[src/logic/hbd_pkg.sv]
// package: constants and types for the host-bus dma write sequencer
package hbd_pkg;

    // ==========================================
    // widths
    localparam int ADDR_W  = 32;
    localparam int LOW_W   = 16;
    localparam int LEN_W   = 16;
    localparam int DATA_W  = 16;
    localparam int BYTE_W  = 8;
    localparam int RETRY_W = 8;
    localparam int SYNC_W  = 3;

    // ==========================================
    // address steps and phase codes
    localparam logic [LOW_W:0]   STEP_WIDE   = 17'h0_0002;
    localparam logic [LOW_W:0]   STEP_NARROW = 17'h0_0001;
    localparam logic             PH_HIGH     = 1'b0;
    localparam logic             PH_LOW      = 1'b1;
    localparam logic [LEN_W-1:0] LEN_ONE     = 16'h0001;
    localparam logic [LEN_W-1:0] LEN_ZERO    = 16'h0000;
    localparam logic [RETRY_W-1:0] RETRY_ONE = 8'h01;
    localparam logic [RETRY_W-1:0] RETRY_ZERO = 8'h00;
    localparam logic [SYNC_W-1:0]  SYNC_IDLE  = 3'h7;

    // ==========================================
    // bus states
    typedef enum logic [3:0] {
        S_IDLE,
        S_REQ,
        S_WAIT,
        S_TX,
        S_T1,
        S_T2,
        S_T3,
        S_T4,
        S_I1,
        S_I2
    } hbd_state_e;

endpackage

[src/logic/hbd_dma_master.sv]
// module: system-side bus-master dma write sequencer, intel-style bus mode
module hbd_dma_master
    import hbd_pkg::*;
(
    // clock and reset
    input  wire logic              clk,
    input  wire logic              rst_n,
    // job control
    input  wire logic              startReq,
    input  wire logic [ADDR_W-1:0] startAddr,
    input  wire logic [LEN_W-1:0]  startLen,
    input  wire logic              burstMode,
    input  wire logic              narrowBus,
    input  wire logic [RETRY_W-1:0] errorRetryCount,
    input  wire logic              haltClear,
    // write data stream
    input  wire logic [DATA_W-1:0] wrData,
    input  wire logic              wrValid,
    output logic                   wrReady,
    // status
    output logic                   jobBusy,
    output logic                   jobDone,
    output logic                   dmaHalted,
    output logic                   localDmaHalt,
    output logic [ADDR_W-1:0]      curAddr,
    output logic [LEN_W-1:0]       curLen,
    // arbitration
    output logic                   holdRequestOut,
    input  wire logic              holdAckIn,
    input  wire logic              busReleaseRequestN,
    output logic                   busOwnedN,
    output logic                   dataDirectionOut,
    // bus cycle
    output logic                   systemBusClock,
    input  wire logic              systemReadyInN,
    input  wire logic              busErrorInN,
    output logic                   addressLatchStrobe,
    output logic                   extAddressLatchStrobe,
    output logic                   writeStrobeN,
    output logic                   readStrobeN,
    output logic                   strobeOe,
    output logic                   dataBufferEnableN,
    output logic [BYTE_W-1:0]      addrDataHighOut,
    output logic [BYTE_W-1:0]      addrDataLowOut,
    output logic                   addrDataOe,
    output logic                   parityHighOut,
    output logic                   parityLowOut,
    output logic                   parityOe,
    output logic                   highByteEnableN,
    // slave select gating
    input  wire logic              slaveSelectN,
    output logic                   slaveSelectGated
);

    // ==========================================
    // state record
    typedef struct packed {
        hbd_state_e         st;
        logic               ph;
        logic               go;
        logic [ADDR_W-1:0]  addr;
        logic [LEN_W-1:0]   len;
        logic [RETRY_W-1:0] retries;
        logic [DATA_W-1:0]  data;
        logic               needTx;
        logic               relPend;
        logic               errSeen;
        logic               halted;
        logic               done;
        logic [SYNC_W-1:0]  rdySh;
        logic [SYNC_W-1:0]  rlsSh;
        logic [SYNC_W-1:0]  errSh;
        logic [SYNC_W-1:0]  ackSh;
        logic [SYNC_W-1:0]  selSh;
        logic               rdyF;
        logic               rlsF;
        logic               errF;
        logic               ackF;
        logic               selF;
        logic               hold;
        logic               ownedN;
        logic               dirOut;
        logic               ale;
        logic               xal;
        logic               wrN;
        logic               strbOe;
        logic               bufN;
        logic [BYTE_W-1:0]  adH;
        logic [BYTE_W-1:0]  adL;
        logic               adOe;
        logic               parH;
        logic               parL;
        logic               bheN;
    } hbd_regs_s;

    hbd_regs_s r_q;
    hbd_regs_s r_d;

    // ==========================================
    // helpers
    // a change counts once the second and third stages agree
    function automatic logic syncFilt(input logic [SYNC_W-1:0] sh, input logic prev);
        syncFilt = (sh[1] == sh[2]) ? sh[2] : prev;
    endfunction

    // odd parity over one byte
    function automatic logic oddPar(input logic [BYTE_W-1:0] b);
        oddPar = ~(^b);
    endfunction

    function automatic logic inCycle(input hbd_state_e s);
        inCycle = (s == S_TX) || (s == S_T1) || (s == S_T2) || (s == S_T3) || (s == S_T4);
    endfunction

    logic              owned;
    logic              takeWord;
    logic [LOW_W:0]    lowSum;
    logic              dataPhase;

    // ==========================================
    // next state
    always_comb begin
        r_d = r_q;
        r_d.ph = ~r_q.ph;
        r_d.done = 1'b0;

        r_d.rdySh = {r_q.rdySh[1:0], systemReadyInN};
        r_d.rlsSh = {r_q.rlsSh[1:0], busReleaseRequestN};
        r_d.errSh = {r_q.errSh[1:0], busErrorInN};
        r_d.ackSh = {r_q.ackSh[1:0], holdAckIn};
        r_d.selSh = {r_q.selSh[1:0], slaveSelectN};
        r_d.rdyF = syncFilt(r_q.rdySh, r_q.rdyF);
        r_d.rlsF = syncFilt(r_q.rlsSh, r_q.rlsF);
        r_d.errF = syncFilt(r_q.errSh, r_q.errF);
        r_d.ackF = syncFilt(r_q.ackSh, r_q.ackF);
        r_d.selF = syncFilt(r_q.selSh, r_q.selF);

        owned = (r_q.st == S_WAIT) || inCycle(r_q.st) || (r_q.st == S_I1);
        lowSum = {1'b0, r_q.addr[LOW_W-1:0]} + (narrowBus ? STEP_NARROW : STEP_WIDE);
        takeWord = (r_q.st == S_WAIT) && (r_q.ph == PH_LOW) && !r_q.relPend
                   && (r_q.len != LEN_ZERO) && r_q.go;

        // release only counts while this end owns the bus
        if (!r_q.rlsF && owned) begin
            r_d.relPend = 1'b1;
        end
        // error sampled only while waiting in T3: earlier states may still see
        // a stale error in the synchroniser, raised while outside the cycle
        if (!r_q.errF && (r_q.st == S_T3)) begin
            r_d.errSeen = 1'b1;
        end

        if (haltClear && r_q.st == S_IDLE) begin
            r_d.halted = 1'b0;
        end

        if (startReq && r_q.st == S_IDLE && !r_q.go) begin
            r_d.go = startLen != LEN_ZERO;
            r_d.addr = startAddr;
            r_d.len = startLen;
            r_d.retries = errorRetryCount;
            r_d.needTx = 1'b1;
        end

        if (takeWord) begin
            r_d.data = wrData;
        end

        if (r_q.ph == PH_LOW) begin
            unique case (r_q.st)
                S_IDLE: begin
                    if (r_q.go && !r_q.halted) begin
                        r_d.st = S_REQ;
                    end
                end
                S_REQ: begin
                    if (r_q.ackF) begin
                        r_d.st = S_WAIT;
                    end
                end
                S_WAIT: begin
                    // no transfer started yet: a release goes out first
                    if (r_q.relPend || !r_q.go) begin
                        r_d.st = S_I1;
                    end else if (wrValid) begin
                        r_d.st = r_q.needTx ? S_TX : S_T1;
                    end
                end
                S_TX: r_d.st = S_T1;
                S_T1: r_d.st = S_T2;
                S_T2: r_d.st = S_T3;
                S_T3: begin
                    // an error ends the wait whatever ready says
                    if (!r_q.rdyF || r_q.errSeen || !r_q.errF) begin
                        r_d.st = S_T4;
                    end
                end
                S_T4: begin
                    r_d.errSeen = 1'b0;
                    if (r_q.errSeen) begin
                        if (r_q.retries != RETRY_ZERO) begin
                            r_d.retries = r_q.retries - RETRY_ONE;
                            r_d.needTx = 1'b1;
                            r_d.st = S_TX;
                        end else begin
                            // address and length left as they stand
                            r_d.halted = 1'b1;
                            r_d.go = 1'b0;
                            r_d.st = S_I1;
                        end
                    end else begin
                        r_d.addr = {r_q.addr[ADDR_W-1:LOW_W] + {{(ADDR_W-LOW_W-1){1'b0}}, lowSum[LOW_W]},
                                    lowSum[LOW_W-1:0]};
                        r_d.len = r_q.len - LEN_ONE;
                        r_d.needTx = !burstMode || lowSum[LOW_W];
                        r_d.retries = errorRetryCount;
                        if (r_q.len == LEN_ONE) begin
                            r_d.go = 1'b0;
                            r_d.done = 1'b1;
                        end
                        // a cycle already begun is always finished first
                        if (!burstMode || r_q.relPend || r_q.len == LEN_ONE) begin
                            r_d.st = S_I1;
                        end else begin
                            r_d.st = S_WAIT;
                        end
                    end
                end
                S_I1: r_d.st = S_I2;
                S_I2: begin
                    r_d.st = S_IDLE;
                    r_d.relPend = 1'b0;
                end
            endcase
        end

        // ==========================================
        // pin values follow the next state so they change on its edge
        dataPhase = ((r_d.st == S_T2) && (r_d.ph == PH_LOW)) || (r_d.st == S_T3) || (r_d.st == S_T4);
        r_d.hold = (r_d.st == S_REQ) || (r_d.st == S_WAIT) || inCycle(r_d.st);
        r_d.ownedN = !((r_d.st == S_WAIT) || inCycle(r_d.st) || (r_d.st == S_I1)
                       || ((r_d.st == S_I2) && (r_d.ph == PH_HIGH)));
        r_d.dirOut = r_d.ownedN;
        r_d.xal = (r_d.st == S_TX) && (r_d.ph == PH_HIGH);
        r_d.ale = (r_d.st == S_T1) && (r_d.ph == PH_HIGH);
        r_d.wrN = !(dataPhase && !((r_d.st == S_T4) && (r_d.ph == PH_LOW)));
        r_d.strbOe = (r_d.st == S_WAIT) || inCycle(r_d.st);
        r_d.bufN = !((r_d.st == S_T1) || (r_d.st == S_T2) || (r_d.st == S_T3));
        r_d.adOe = inCycle(r_d.st);
        r_d.bheN = narrowBus;
        if (r_d.st == S_TX) begin
            r_d.adH = r_d.addr[ADDR_W-1:ADDR_W-BYTE_W];
            r_d.adL = r_d.addr[ADDR_W-BYTE_W-1:LOW_W];
        end else if (!inCycle(r_d.st) || !dataPhase) begin
            r_d.adH = r_d.addr[LOW_W-1:BYTE_W];
            r_d.adL = r_d.addr[BYTE_W-1:0];
        end else if (narrowBus) begin
            r_d.adH = r_d.addr[LOW_W-1:BYTE_W];
            r_d.adL = r_d.data[BYTE_W-1:0];
        end else begin
            r_d.adH = r_d.data[DATA_W-1:BYTE_W];
            r_d.adL = r_d.data[BYTE_W-1:0];
        end
        r_d.parH = oddPar(r_d.adH);
        r_d.parL = oddPar(r_d.adL);

        if (!rst_n) begin
            r_d = '0;
            r_d.st = S_IDLE;
            r_d.ph = PH_HIGH;
            r_d.rdySh = SYNC_IDLE;
            r_d.rlsSh = SYNC_IDLE;
            r_d.errSh = SYNC_IDLE;
            r_d.selSh = SYNC_IDLE;
            r_d.rdyF = 1'b1;
            r_d.rlsF = 1'b1;
            r_d.errF = 1'b1;
            r_d.ackF = 1'b0;
            r_d.selF = 1'b1;
            r_d.ownedN = 1'b1;
            r_d.dirOut = 1'b1;
            r_d.wrN = 1'b1;
            r_d.bufN = 1'b1;
            r_d.bheN = 1'b1;
        end
    end

    // ==========================================
    // register; every pin value holds until the next edge
    always_ff @(posedge clk) begin
        r_q <= r_d;
    end

    // ==========================================
    // outputs
    // acknowledge is looked at only in REQ, not on release: the slave drops it on its own
    assign wrReady = takeWord;
    assign jobBusy = r_q.go || (r_q.st != S_IDLE);
    assign jobDone = r_q.done;
    assign dmaHalted = r_q.halted;
    assign localDmaHalt = r_q.halted;
    assign curAddr = r_q.addr;
    assign curLen = r_q.len;
    assign holdRequestOut = r_q.hold;
    assign busOwnedN = r_q.ownedN;
    assign dataDirectionOut = r_q.dirOut;
    assign systemBusClock = ~r_q.ph;
    assign addressLatchStrobe = r_q.ale;
    assign extAddressLatchStrobe = r_q.xal;
    assign writeStrobeN = r_q.wrN;
    assign readStrobeN = r_q.wrN | r_q.bufN | 1'b1;
    assign strobeOe = r_q.strbOe;
    assign dataBufferEnableN = r_q.bufN;
    assign addrDataHighOut = r_q.adH;
    assign addrDataLowOut = r_q.adL;
    assign addrDataOe = r_q.adOe;
    assign parityHighOut = r_q.parH;
    assign parityLowOut = r_q.parL;
    assign parityOe = r_q.adOe;
    assign highByteEnableN = r_q.bheN;
    // host slave access is shut out while this end drives the bus
    assign slaveSelectGated = r_q.ownedN & ~r_q.selF;

endmodule

[config.mk]
export PLATFORM = sky130hd
export DESIGN_NAME = hbd_dma_master
export DESIGN_NICKNAME = d
export VERILOG_FILES = /design/src/logic/hbd_pkg.sv /design/src/logic/hbd_dma_master.sv
export SDC_FILE = /design/constraint.sdc
export NUM_CORES = 1
export LEC_CHECK = 0
export BUFFER_PORTS_ARGS = -buffer_cell sky130_fd_sc_hd__buf_4
export CAP_MARGIN = 15
export CORE_MARGIN = 8
export CORE_UTILIZATION = 54
export CTS_CLUSTER_SIZE = 25
export DETAILED_ROUTE_END_ITERATION = 12
export GPL_TIMING_DRIVEN = 0
export PLACE_DENSITY = 0.85
export SYNTH_ARGS = -nofsm -noshare
export SYNTH_HDL_FRONTEND = slang
export SYNTH_SLANG_ARGS = --single-unit
[constraint.sdc]
create_clock -name clk -period 5 [get_ports clk]
set_input_delay 0.25 -clock clk [delete_from_list [all_inputs] [get_ports clk]]
set_output_delay 0.25 -clock clk [all_outputs]
set_load 0.02 [all_outputs]
==> summary.txt <==
Cells and area
  – Synth-to-layout area growth: 29.68%
  – Layout cell share with drive strength beyond 1: a little under a third
  – Diodes inserted: 0
  – Fillers: ~1100
  – Final net count: about 1100

Yosys
  – Synth Area in Compound Gates: around a fifth
  – Seq cells post-synth: 130
  – Post-synth EDFFs: 0
  – Adder-cell share of the synthesized area: ~1.7%
  – Area leader, netlist: dfxtp_1
  – Mapped Avg Cell Area: ~8.4 sq um
  – Netlist Area Pre-Place: slightly above 7000 sq um
  – Simple-gate share of the synthesized area: 24.38%
  – Post-synth ARST share: 0%
  – Syn Nets: 950
  – Synth Flop Type: dfxtp_1
  – Post-Syn Instances: roughly 860
  – Register area share after synthesis: 36.25%
  – Top cell type's share of synthesized area: between 30% and 40%
  – Multiplexer share of the synthesized area: about 5.0%
  – Area share of xor/xnor cells in the synthesized design: roughly 2.3%
  – Main combinational cell family by area after synthesis: simple AND/OR/NAND/NOR gates
  – Synth warn: 0
  – Library cells used by synthesis: about 90
  – Synth top area cells: dfxtp_1 (36%), buf_4 (7.5%), nor2_1 (7.0%)

Power
  – VDD IR max: between 0.2 and 0.25 mV
  – Power Dens Cells: roughly 350 nW/um^2
  – Pleak: ~0.0042 uW

Floorplanning
  – Core ar.: between 10000 and 15000 sq um
  – Total die area: between 15000 and 20000 sq um
  – Initial Util: between 50% and 60%
  – IO Pins: around 170
  – DIE WIDTH: ~130 um
  – Row cnt: 42
  – Chip height: roughly 130 um

Timing
  – Worst-margin pin slew: between 0.8 and 0.9 ns
  – Worst Skew: ~0.0099 ns
  – Slew Limit Fails: 0
  – Hold Fails Final Rpt: 0
  – RSZ-0062 raised after global routing: no
  – Setup TNS: 0 ns
  – Final setup fails: 0
  – Fmax: approximately 210 MHz
  – Fin crit period: 4.796 ns
  – Setup ws final: 0.2041 ns
  – Slew headroom: a little under half
  – Fin crit share: a little over nine tenths

Global routing
  – Largest net degree at the start of global routing: 17
  – Global-route wire length before repair: ~38000 um
  – GR Layer Usage met2: between 40% and 50%
  – Initial antenna violation count: 0
  – Top Usage Layer GRT: met2
  – M1 GR Usage: 34.77%
  – GRT Overall Usage: between 20 and 30%
  – M3 GR Usage: under 10%
  – GR Overflow Total: 0
  – Vias in the first global route: between 6000 and 7000

CTS
  – Number of post-CTS setup repair buffers: 0
  – Root Buffer: clkbuf_16
  – Num CTS Buffers: 17
  – H-tree levels: 4
  – Worst skew pair latency: approximately 0.43 ns
  – Clock buffer depth: 2
  – # clock sinks: 130
  – CTS tree: yes
  – Clk pin slew, worst setup/hold paths: about 0.060 ns

Route
  – Vias: between 7000 and 8000
  – DR iter-0 viols: roughly 1100
  – # DRC: 0
  – Drt total wl: about 24000 um
  – Vias per Instance: 5.909
  – Final ANT Viol Nets: 0
  – Pre-antenna DRT Iters: 6
  – WL/cell: roughly 19 um

Worst setup path
  – CP cell instances: ha_1 > fa_1 > nand4_1 > nor2_2 > nand2_1 > nor2_1 > ha_1 > ha_1 > nand3_1 > nor4_4 > a311o_1 > o211ai_1 > o2111ai_1 > o31ai_2 > xnor2_1 > xnor3_1 > xnor3_1 > and2_1
  – R2R depth: 18
  – Crit Path Class: reg -> reg
  – Critical Path Start Type: flip-flop
  – Worst R2R End: parityHighOut$_SDFF_PN0_
  – CP max stage delay: 0.44 ns
  – Critical Path AT: ~5 ns
  – Required @ worst endpoint: around 5.3 ns
  – Critical path peak fanout: 7
  – CP max stage cell: nor4_4
  – Most numerous cell on the critical path: ha_1
  – R2r setup slk: between 0.2 and 0.25 ns
  – FF-to-FF Start: curAddr[0]$_SDFF_PN0_
  – Crit. End Element: flip-flop

Flow run
  – Max-cap violations: 0

Min path
  – Hold Crit Depth: 3
  – Hold path endpoint: r_q[74]$_SDFF_PN0_
  – Hold WC Path Type: in -> reg
  – Hold wc startpoint: errorRetryCount[5]

Place
  – Dpl hpwl: between 15000 and 20000 um
  – Setup slack at placement: -0.2634 ns
  – GPL Wtd Cong: approximately 0.95
  – Port bufs: between 150 and 200

Status
  – Status: completed
-- Yosys cell counts, types with 6 or more instances --
master / instances
a21oi_1: 53
a31oi_1: 7
and2_1: 17
and4_1: 8
buf_2: 10
buf_4: 72
clkbuf_1: 24
dfxtp_1: 130
ha_1: 8
inv_1: 18
mux2i_1: 30
nand2_1: 67
nand2b_1: 19
nand3_1: 17
nand4_1: 10
nor2_1: 134
nor2b_1: 6
nor3_1: 21
nor4_1: 11
o211ai_1: 8
o21ai_0: 37
o221ai_1: 16
or3_1: 6
-- power by group --
group	internal (uW)	switching [uW]	total, uW
sequential	1110	67.6	1170
combinational	334	357	691
clock	900	463	1360
total	2340	888	3230
-- worst max path at each step --
stage	startpoint	to	slack, ns	cells after the start
after global placement	narrowBus	parityHighOut$_SDFF_PN0_	-0.16	19
after CTS	curAddr[0]$_SDFF_PN0_	parityHighOut$_SDFF_PN0_	0.02	18
after floorplan	curAddr[0]$_SDFF_PN0_	parityHighOut$_SDFF_PN0_	1.15	18
final	curAddr[0]$_SDFF_PN0_	parityHighOut$_SDFF_PN0_	0.20	18
after global routing	curAddr[0]$_SDFF_PN0_	parityHighOut$_SDFF_PN0_	0.02	18
after detailed placement	narrowBus	parityHighOut$_SDFF_PN0_	-0.26	19
-- placed cells by master, fill, tap and decap left out, types with 3 or more instances in the layout --
master	instances
mux2_2	3
o2111ai_1	5
a211oi_1	5
a221oi_1	3
and2_1	17
and3_1	4
a311oi_1	5
a311o_1	3
o31ai_1	5
bufinv_16	5
buf_2	10
nand2b_1	19
dfxtp_1	130
xnor2_1	5
buf_6	5
xnor3_1	4
o31ai_2	3
a31o_2	3
nor2_1	133
ha_1	8
o221ai_1	16
a222oi_1	3
nand4_1	10
nand2_1	67
nor2b_1	6
mux2i_1	30
a21oi_1	53
clkbuf_16	17
o211ai_1	8
nor3_1	21
and4_1	8
clkbuf_1	24
buf_4	238
o21ai_0	37
inv_1	18
a31oi_1	7
nor4_1	10
or3_1	6
nand3_1	17
-- critical path, delay by kind of cell, from the launching register on --
family / cells / cell delay [ns]
flip-flops: 1 / 0.41
AO/OA/AOI/OAI: 4 / 0.66
AND/OR/NAND/NOR: 7 / 1.86
adder cells (fa/ha/maj): 4 / 1.03
XOR/XNOR: 3 / 0.72
-- final cells by class --
cell class | count | area [sq um] | area share, %
multi-input cells | 596 | 3782 | 40.63
flip-flops and latches | 130 | 2603 | 27.95
repair buffers | 167 | 1256 | 13.49
plain buffers | 113 | 744.5 | 7.996
clock buffers | 19 | 452.9 | 4.865
well taps | 176 | 220.2 | 2.365
clock inverters | 10 | 183.9 | 1.976
inverters | 18 | 67.56 | 0.7257
-- metal layers --
layer  up-vias  part of all wire (%)  wire length, um
met4         0                   3.1              740
met3        69                    11             2549
li1       3367                     -                -
met5         -                     0                0
met1      3385                    41             9876
met2       441                    45            10740
-- flip-flops by register name, summed over array words and instances, names as in the netlist, 8 cells and up --
name and flops:
r_q 53, curAddr 32, curLen 16, addrDataHighOut 8, addrDataLowOut 8
-- metrics by stage --
step / power, uW / instance area (sq um) / util [%] / std cells / hold slack, ns
4_1_cts: 3215 / 9299 / 70.78 / 1229 / 0.0008298
3_3_place_gp: 1857 / 8646 / 65.81 / 1199 / 0.3884
2_1_floorplan: 1616 / 7179 / - / 857 / 0.3490
3_5_place_dp: 1866 / 8646 / 65.81 / 1199 / 0.3917
6_report: 3228 / 9310 / 70.87 / 1229 / 0.007787
5_1_grt: 3322 / 9310 / 70.87 / 1229 / 0.01093
-- cell families after synthesis --
logic type / count (synthesis)
buffers and inverters: 131
other: 1
and+or+nand+nor: 348
DFF: 130
muxes: 35
adders and majority gates: 9
AOI/OAI and AO/OA: 192
xor gates and xnor gates: 11
-- what timing repair did --
| action | CTS | global route |
|---|---|---|
| pin swaps | 0 | 1 |
| hold buffers | 1 | 0 |
| hold endpoints to repair | 1 | 0 |
| setup endpoints to repair | 1 | 1 |
| gates resized for setup | 1 | 2 |
Power figures use the tool's default switching activity.
